### src/eeprom_loader_pkg.sv
// Purpose: constants for the serial memory parameter loader
// Assumes: 100 MHz mclk, memory mode parts of 32 bytes
// Notes:   detection base, part counts and sizes, and the own address reset value live here
package eeprom_loader_pkg;
    localparam int          CLK_MHZ        = 100;
    // serial clock rate; a slower memory part needs a lower value and loads take longer
    localparam int          SCL_KHZ        = 2500;
    // quarter of a serial clock period in mclk cycles
    localparam int          QTR_CYCLES     = (CLK_MHZ * 1000) / (SCL_KHZ * 4);
    localparam logic [7:0]  QTR_COUNT      = 8'(QTR_CYCLES - 1);
    localparam logic [3:0]  MODE_PARTS     = 4'hE;
    localparam logic [5:0]  PART_BYTES     = 6'h20;
    localparam logic [9:0]  DETECT_BASE    = 10'h200;
    localparam logic [5:0]  DETECT_BYTES   = 6'h20;
    localparam logic [3:0]  MEM_ADDR_HI    = 4'hA;
    localparam logic [6:0]  OWN_ADDR_RESET = 7'h00;
    localparam logic        BIT_WRITE      = 1'b0;
    localparam logic        BIT_READ       = 1'b1;
endpackage

### src/eeprom_loader.sv
// Purpose: fetch mode and detection parts from a two-wire serial memory
// Assumes: memory answers like a standard 8-kbit two-wire part
// Notes:   one read per part: start, address, repeated start, sequential read
//
// Functional notes
// - parameters come from external memory over clock and data wires
// - this block is link master and alone drives the serial clock
// - data line is shared; memory drives acknowledges and read data
// - random read addressing followed by sequential multi-byte read
// - memory holds fifteen parts; fourteen are per-mode
// - a newly detected mode fetches its part
// - fifteenth part gives detection data and error thresholds
// - parts one to fourteen map to modes zero to thirteen in order
// - panel timing bytes are read and delivered for output timing
// - last byte of a mode part is low eight bits of sum
// - first detection byte gives own serial address in low seven bits
`timescale 1ns/100ps
module eeprom_loader (
    input  wire logic       mclk,
    input  wire logic       rst,
    input  wire logic       ce,
    input  wire logic       modeValid,
    input  wire logic [3:0] modeNum,
    input  wire logic       sdaIn,
    output logic            sclOut,
    output logic            sdaOut,
    output logic            sdaOe,
    output logic            byteValid,
    output logic [9:0]      byteAddr,
    output logic [7:0]      byteData,
    output logic            loadDone,
    output logic            checksumErr,
    output logic            ackErr,
    output logic [6:0]      ownAddr,
    output logic            busy
);
    typedef enum logic [7:0] {
        S_IDLE  = 8'h01, S_START = 8'h02, S_SEND = 8'h04, S_ACKIN = 8'h08,
        S_RECV  = 8'h10, S_ACKOUT = 8'h20, S_STOP = 8'h40, S_DONE = 8'h80
    } state_e;

    // decode a memory byte address into the serial address byte
    function automatic logic [7:0] devByte(input logic [9:0] a, input logic rw);
        devByte = {eeprom_loader_pkg::MEM_ADDR_HI, 1'b0, a[9:8], rw};
    endfunction

    state_e      st_reg, st_next;
    logic [7:0]  tick_reg, tick_next;
    logic [1:0]  ph_reg, ph_next;
    logic [3:0]  bit_reg, bit_next;
    logic [7:0]  sh_reg, sh_next;
    logic [1:0]  step_reg, step_next;     // 0 addr+W, 1 word, 2 addr+R
    logic [9:0]  base_reg, base_next;
    logic [5:0]  cnt_reg, cnt_next;
    logic [5:0]  len_reg, len_next;
    logic [7:0]  sum_reg, sum_next;
    logic        detDone_reg, detDone_next;
    logic        pend_reg, pend_next;
    logic [3:0]  pmode_reg, pmode_next;
    logic        scl_reg, scl_next, sda_reg, sda_next, oe_reg, oe_next;
    logic        bv_reg, bv_next, ld_reg, ld_next, ck_reg, ck_next, ae_reg, ae_next;
    logic [9:0]  ba_reg, ba_next;
    logic [7:0]  bd_reg, bd_next;
    logic [6:0]  own_reg, own_next;
    logic        tick;
    logic        busy_reg, busy_next;

    assign tick = (tick_reg == eeprom_loader_pkg::QTR_COUNT);

    // sequencer: each bit is four quarter phases, clock high in phases 2 and 3
    always_comb begin
        st_next = st_reg; tick_next = tick ? 8'h00 : tick_reg + 8'h01;
        ph_next = ph_reg; bit_next = bit_reg; sh_next = sh_reg; step_next = step_reg;
        base_next = base_reg; cnt_next = cnt_reg; len_next = len_reg; sum_next = sum_reg;
        detDone_next = detDone_reg; pend_next = pend_reg; pmode_next = pmode_reg;
        scl_next = scl_reg; sda_next = sda_reg; oe_next = oe_reg;
        bv_next = 1'b0; ld_next = 1'b0; ck_next = ck_reg; ae_next = ae_reg;
        ba_next = ba_reg; bd_next = bd_reg; own_next = own_reg;
        // a mode report is latched so it is not lost while a part is loading
        if (modeValid && modeNum < eeprom_loader_pkg::MODE_PARTS) begin
            pend_next = 1'b1;
            pmode_next = modeNum;
        end
        case (st_reg)
            S_IDLE: begin
                scl_next = 1'b1; sda_next = 1'b1; oe_next = 1'b1;
                if (tick && (!detDone_reg || pend_reg)) begin
                    if (!detDone_reg) begin
                        base_next = eeprom_loader_pkg::DETECT_BASE;
                        len_next = eeprom_loader_pkg::DETECT_BYTES;
                    end else begin
                        base_next = {1'b0, pmode_reg, 5'h00};
                        len_next = eeprom_loader_pkg::PART_BYTES;
                        // a report in the very cycle the load starts is kept, set wins
                        pend_next = modeValid && (modeNum < eeprom_loader_pkg::MODE_PARTS);
                    end
                    step_next = 2'd0; ph_next = 2'd0; st_next = S_START;
                    cnt_next = 6'h00; sum_next = 8'h00; ck_next = 1'b0; ae_next = 1'b0;
                end
            end
            S_START: if (tick) begin
                ph_next = ph_reg + 2'd1;
                // a repeated start arrives with the line released and the clock low
                if (ph_reg == 2'd0) begin sda_next = 1'b1; oe_next = 1'b1; end
                if (ph_reg == 2'd1) scl_next = 1'b1;
                if (ph_reg == 2'd2) sda_next = 1'b0;           // fall with clock high
                if (ph_reg == 2'd3) begin
                    scl_next = 1'b0; st_next = S_SEND; bit_next = 4'd7; ph_next = 2'd0;
                    sh_next = (step_reg == 2'd2) ? devByte(base_reg, eeprom_loader_pkg::BIT_READ)
                                                 : devByte(base_reg, eeprom_loader_pkg::BIT_WRITE);
                end
            end
            S_SEND: if (tick) begin
                ph_next = ph_reg + 2'd1;
                if (ph_reg == 2'd0) begin sda_next = sh_reg[7]; oe_next = 1'b1; end
                if (ph_reg == 2'd1) scl_next = 1'b1;
                if (ph_reg == 2'd3) begin
                    scl_next = 1'b0; sh_next = {sh_reg[6:0], 1'b0};
                    if (bit_reg == 4'd0) st_next = S_ACKIN; else bit_next = bit_reg - 4'd1;
                end
            end
            S_ACKIN: if (tick) begin
                ph_next = ph_reg + 2'd1;
                if (ph_reg == 2'd0) oe_next = 1'b0;
                if (ph_reg == 2'd1) scl_next = 1'b1;
                if (ph_reg == 2'd2 && sdaIn) ae_next = 1'b1;
                if (ph_reg == 2'd3) begin
                    scl_next = 1'b0; bit_next = 4'd7;
                    if (ae_reg) st_next = S_STOP;
                    else if (step_reg == 2'd0) begin
                        step_next = 2'd1; st_next = S_SEND; sh_next = base_reg[7:0];
                    end else if (step_reg == 2'd1) begin
                        step_next = 2'd2; st_next = S_START; // repeated start
                    end else st_next = S_RECV;
                end
            end
            S_RECV: if (tick) begin
                ph_next = ph_reg + 2'd1;
                if (ph_reg == 2'd0) oe_next = 1'b0;
                if (ph_reg == 2'd1) scl_next = 1'b1;
                if (ph_reg == 2'd2) sh_next = {sh_reg[6:0], sdaIn};
                if (ph_reg == 2'd3) begin
                    scl_next = 1'b0;
                    if (bit_reg == 4'd0) st_next = S_ACKOUT; else bit_next = bit_reg - 4'd1;
                end
            end
            S_ACKOUT: if (tick) begin
                ph_next = ph_reg + 2'd1;
                if (ph_reg == 2'd0) begin
                    bv_next = 1'b1; ba_next = base_reg + {4'h0, cnt_reg}; bd_next = sh_reg;
                    if (cnt_reg != len_reg - 6'h01) sum_next = sum_reg + sh_reg;
                    else if (base_reg != eeprom_loader_pkg::DETECT_BASE && sh_reg != sum_reg)
                        ck_next = 1'b1;
                    if (cnt_reg == 6'h00 && base_reg == eeprom_loader_pkg::DETECT_BASE)
                        own_next = sh_reg[6:0];
                    oe_next = 1'b1;
                    sda_next = (cnt_reg == len_reg - 6'h01); // nack the last byte
                end
                if (ph_reg == 2'd1) scl_next = 1'b1;
                if (ph_reg == 2'd3) begin
                    scl_next = 1'b0; bit_next = 4'd7; cnt_next = cnt_reg + 6'h01;
                    st_next = (cnt_reg == len_reg - 6'h01) ? S_STOP : S_RECV;
                end
            end
            S_STOP: if (tick) begin
                ph_next = ph_reg + 2'd1;
                if (ph_reg == 2'd0) begin sda_next = 1'b0; oe_next = 1'b1; end
                if (ph_reg == 2'd1) scl_next = 1'b1;
                if (ph_reg == 2'd2) sda_next = 1'b1;       // rise with clock high
                if (ph_reg == 2'd3) st_next = S_DONE;
            end
            S_DONE: begin
                ld_next = !ae_reg; detDone_next = detDone_reg | !ae_reg;
                st_next = S_IDLE;
            end
            default: st_next = S_IDLE;
        endcase
        // status is registered so the pin never glitches on state decode
        busy_next = (st_next != S_IDLE);
    end

    // registers; clock enable low freezes everything
    always_ff @(posedge mclk) begin
        if (rst) begin
            st_reg <= S_IDLE; tick_reg <= 8'h00; ph_reg <= 2'd0; bit_reg <= 4'd0;
            sh_reg <= 8'h00; step_reg <= 2'd0; base_reg <= 10'h000; cnt_reg <= 6'h00;
            len_reg <= 6'h00; sum_reg <= 8'h00; detDone_reg <= 1'b0; pend_reg <= 1'b0;
            pmode_reg <= 4'h0; scl_reg <= 1'b1; sda_reg <= 1'b1; oe_reg <= 1'b1;
            bv_reg <= 1'b0; ld_reg <= 1'b0; ck_reg <= 1'b0; ae_reg <= 1'b0;
            ba_reg <= 10'h000; bd_reg <= 8'h00; own_reg <= eeprom_loader_pkg::OWN_ADDR_RESET;
            busy_reg <= 1'b0;
        end else if (ce) begin
            st_reg <= st_next; tick_reg <= tick_next; ph_reg <= ph_next; bit_reg <= bit_next;
            sh_reg <= sh_next; step_reg <= step_next; base_reg <= base_next; cnt_reg <= cnt_next;
            len_reg <= len_next; sum_reg <= sum_next; detDone_reg <= detDone_next;
            pend_reg <= pend_next; pmode_reg <= pmode_next; scl_reg <= scl_next;
            sda_reg <= sda_next; oe_reg <= oe_next; bv_reg <= bv_next; ld_reg <= ld_next;
            ck_reg <= ck_next; ae_reg <= ae_next; ba_reg <= ba_next; bd_reg <= bd_next;
            own_reg <= own_next;
            busy_reg <= busy_next;
        end
    end

    assign sclOut = scl_reg;
    assign sdaOut = sda_reg;
    assign sdaOe = oe_reg;
    assign byteValid = bv_reg;
    assign byteAddr = ba_reg;
    assign byteData = bd_reg;
    assign loadDone = ld_reg;
    assign checksumErr = ck_reg;
    assign ackErr = ae_reg;
    assign ownAddr = own_reg;
    assign busy = busy_reg;
endmodule

### config.mk
export PLATFORM = sky130hd
export DESIGN_NAME = eeprom_loader
export DESIGN_NICKNAME = d
export VERILOG_FILES = /design/src/eeprom_loader_pkg.sv /design/src/eeprom_loader.sv
export SDC_FILE = /design/constraint.sdc
export NUM_CORES = 1
export LEC_CHECK = 0
export BUFFER_PORTS_ARGS = -buffer_cell sky130_fd_sc_hd__buf_2
export CORE_MARGIN = 1.5
export CORE_UTILIZATION = 25
export DETAILED_ROUTE_END_ITERATION = 7
export PLACE_DENSITY = 0.44
export SLEW_MARGIN = 20
export SYNTH_ARGS = -nofsm -noshare
export SYNTH_HDL_FRONTEND = slang
export SYNTH_SLANG_ARGS = --single-unit
### constraint.sdc
create_clock -name mclk -period 2.3 [get_ports mclk]
set_clock_uncertainty 0.2 [all_clocks]
set_input_delay 0.69 -clock mclk [delete_from_list [all_inputs] [get_ports mclk]]
set_output_delay 0.69 -clock mclk [all_outputs]
set_load 0.01 [all_outputs]
==> results.py <==
metrics = {
    "status": {
        "status": "complete, but fails checks",
        "failed_checks": "DRC, setup timing",
    },
    "global_route": {
        "grt_max_degree": 36,
        "antenna_found_initial": 0,
        "grt_pass1_wl_um": 24200,
        "grt-ovfl-total": 0,
        "grt_pass1_vias": 4451,
        "grt.total_usage": 0.158,
    },
    "timing": {
        "fin_ws_ns": -0.0414,
        "finalCritPeriodShare": 1.02,
        "relSlewSlack": 0.629,
        "final_hold_viol_count": 0,
        "period_minus_slack_ns": 2.34,
        "setup_viol": 7,
        "drv_slew": 0,
        "fmaxAchievable_ghz": 0.427,
        "rsz0062_at_grt": "yes",
        "worstMarginPinSlew_ns": 0.552,
    },
    "worst_setup_path": {
        "crit_slowest_cell": "or4_4",
        "cp_max_fo": 3,
        "end_kind": "flip-flop",
        "startpoint_type": "flip-flop",
        "timing.rr.end": "sclOut",
        "critPathRequiredTime_ns": 2.34,
        "slowest_delay_ns": 0.58,
        "worstPathCellList": "or4_4, nor4_4, buf_4, or2_4, nor3_2, or4_1, o31a_1",
        "crit_buf_inv": 1,
        "r2r-start": "st_reg[7]",
        "critPathArrivalTime_ns": 2.39,
        "rrSetupSlack_ns": -0.04,
        "critical_path.top_delay_family": "simple AND/OR/NAND/NOR gates",
        "rr_worst_depth": 7,
        "path_class": "reg2reg",
    },
    "floorplan": {
        "rows": 49,
        "die_y_um": 140,
        "core_mm2": 0.0181,
        "io_pins": 42,
        "start_util": 0.258,
        "die_w_um": 140,
        "dieArea_mm2": 0.0195,
    },
    "synthesis": {
        "synth-compound-area-share": 0.174,
        "yosys.area_share.simple": 0.261,
        "ys_types": 63,
        "synth_adder_area_share": 0.0525,
        "synth_flop_cell": "dfxtp_1",
        "yosysMostFrequentCell": "dfxtp_1",
        "ys.warnings.count": 0,
        "synth_top_cell_by_area": "dfxtp_1",
        "syn_area_per_cell_um2": 8.26,
        "synthXorXnorAreaFrac": 0.0450,
        "netlist_area_mm2": 0.00467,
        "yosysSeqAreaShare": 0.390,
        "ys_top_cells_by_area": "dfxtp_1 (39%), nor2_1 (5.7%), a21oi_1 (5.6%)",
        "synth_top_area_share": 0.390,
        "synth_top_family_by_area": "simple AND/OR/NAND/NOR gates",
        "synthCells": 566,
        "synthTopCellsByCount": "dfxtp_1 (91), nor2_1 (71), nand2_1 (63), a21oi_1 (52), nand3_1 (25)",
        "syn_nets": 594,
        "synthMuxAreaShare": 0.0364,
        "async_flop_share": 0,
        "synth_edf_count": 0,
        "synth-seq-cells": 91,
    },
    "placed_design": {
        "placed_area_mm2": 0.00581,
        "dpl.hpwl_um": 11500,
        "port_buffers": 41,
        "globalplace.congestion": 0.908,
    },
    "layout": {
        "synthToLayoutAreaGrowth_pct": 39.7,
        "largest_reg_flops": 10,
        "final_util": 0.360,
        "drive_gt1_frac": 0.314,
        "nets": 724,
        "n_antenna_cell": 0,
        "finalInstanceArea_mm2": 0.00653,
    },
    "power_and_ir_drop": {
        "seqPwrFrac": 0.475,
        "swShare": 0.231,
        "pwr-share-comb": 0.060,
        "clkPwrFrac": 0.465,
        "switching_power_uw": 776,
        "p_per_area_mw_per_mm2": 515,
        "internal-power_uw": 2590,
        "vdd_drop_max_v": 0.000328,
        "p_leak_uw": 0.00265,
    },
    "clock_tree": {
        "insertion_delay_ns": 0.35,
        "cts_max_path_buffers": 2,
        "cts.clk_slew.worst_paths_ns": 0.07,
        "root_buffer": "clkbuf_16",
        "clock_sinks": 91,
        "cts_tree": "built",
        "cts_hold_buf": 0,
        "htree_num_levels": 3,
        "cts_inserted_buffers": 9,
    },
    "hold_path": {
        "hold_path.startpoint": "byteData[2]",
        "holdPathEnd": "byteData[2]",
        "worstHoldPathType": "reg2reg",
        "min_path_cells": 2,
    },
    "drt": {
        "first_pass_iters": 7,
        "drt_iter0_drc": 266,
        "route.detailed.drc": 4,
        "ant_nets": 0,
        "vias": 4595,
        "via_per_inst": 4.94,
        "routed_wl_um": 15200,
        "detail_route.wl_per_cell_um": 16.4,
    },
    "run": {
        "max-cap-violations": 0,
    },
}
[tightest hold or removal path: cells and delay by family (launching register included)]
family	cells	cell delay, ns
flip-flops	1	0.31
AND/OR/NAND/NOR	1	0.05
AO/OA/AOI/OAI	1	0.05
[how the worst max path moves through the flow]
| stage | start | to | slack, ns | depth (start not counted) |
|---|---|---|---|---|
| 3_5_place_dp | st_reg[7] | byteAddr[7] | -0.15 | 11 |
| 3_3_place_gp | st_reg[7] | sclOut | -0.13 | 7 |
| 2_1_floorplan | st_reg[7] | sh_reg[4] | -0.13 | 7 |
| 4_1_cts | st_reg[7] | sh_reg[4] | -0.04 | 6 |
| 6_report | st_reg[7] | sclOut | -0.04 | 7 |
| 5_1_grt | st_reg[3] | sh_reg[0] | -0.17 | 9 |
[area by class of cell]
class | instances | area [um2]
Fill cell | 1921 | 11600
Multi-Input combinational cell | 427 | 2930
Sequential cell | 91 | 1830
Timing Repair Buffer | 148 | 1100
Tap cell | 229 | 287
Clock buffer | 12 | 256
Inverter | 19 | 71.3
Clock inverter | 4 | 56.3
[metrics by stage]
step	setup TNS, ns	hold WS, ns	setup WS, ns	cells	power (uW)
finish	-0.199	0.254	-0.0414	930	3370
global route	-2.31	0.267	-0.175	930	3520
CTS	-0.139	0.254	-0.0406	922	3410
detailed placement	-1.90	0.244	-0.154	902	1810
global placement	-1.35	0.245	-0.132	902	1810
floorplan	-0.402	0.236	-0.133	566	1720
[cells by family (layout without fill, tap and decap cells)]
family,Yosys count,after routing
AOI/OAI and AO/OA,129,129
xor gates and xnor gates,24,24
adders and majority gates,19,19
buffers and inverters,48,183
DFF,91,91
muxes,17,17
and+or+nand+nor,238,238
[what timing repair did]
action | 4_1_cts | 5_1_grt
setup endpoints to repair | 51 | 62
hold endpoints to repair | 0 | 0
gates resized for setup | 25 | 55
pin swaps | 10 | 19
setup buffers | 4 | 8
cloned | 1 | 0
[layout by cell type (no fill, tap or decap), types with 4 or more instances in the layout]
master     netlist  final
buf_4            0     89
dfxtp_1         91     85
nor2_1          71     67
nand2_1         63     59
a21oi_1         52     45
buf_2            3     41
nand3_1         25     20
inv_1           19     19
o21ai_0         23     19
ha_1            18     18
mux2i_1         17     17
xor2_1          16     16
buf_6            1     15
nand4_1          9      9
clkbuf_16        0      9
xnor2_1          8      8
nor4_1           9      7
nand2b_1         7      7
nor3_1           9      7
a21oi_2          1      7
dfxtp_2          0      6
a31oi_1          5      5
and3_1           5      5
nor3b_1          4      4
nand4b_1         4      4
nand3_2          0      4
a21o_1           5      4
nand3b_1         4      4
a211oi_2         1      4
o21ai_1          0      4
[power groups by stage]
stage                     logic [uW]  registers (uW)  clock network (uW)
final                            204            1600                1560
after detailed placement         182            1630                   0
after CTS                        187            1600                1630
after floorplan                 91.8            1630                   0
after global routing             220            1600                1700
after global placement           182            1630                   0
[routing by layer]
metal  up-vias  global-route usage  share of wire
li1       2292                   -              -
met1      2194               0.205           0.47
met2        92               0.262           0.48
met3        17              0.0334          0.038
met4         0              0.0521          0.013
met5         -                   0              0
No activity file was read; power rests on OpenSTA's default activity.
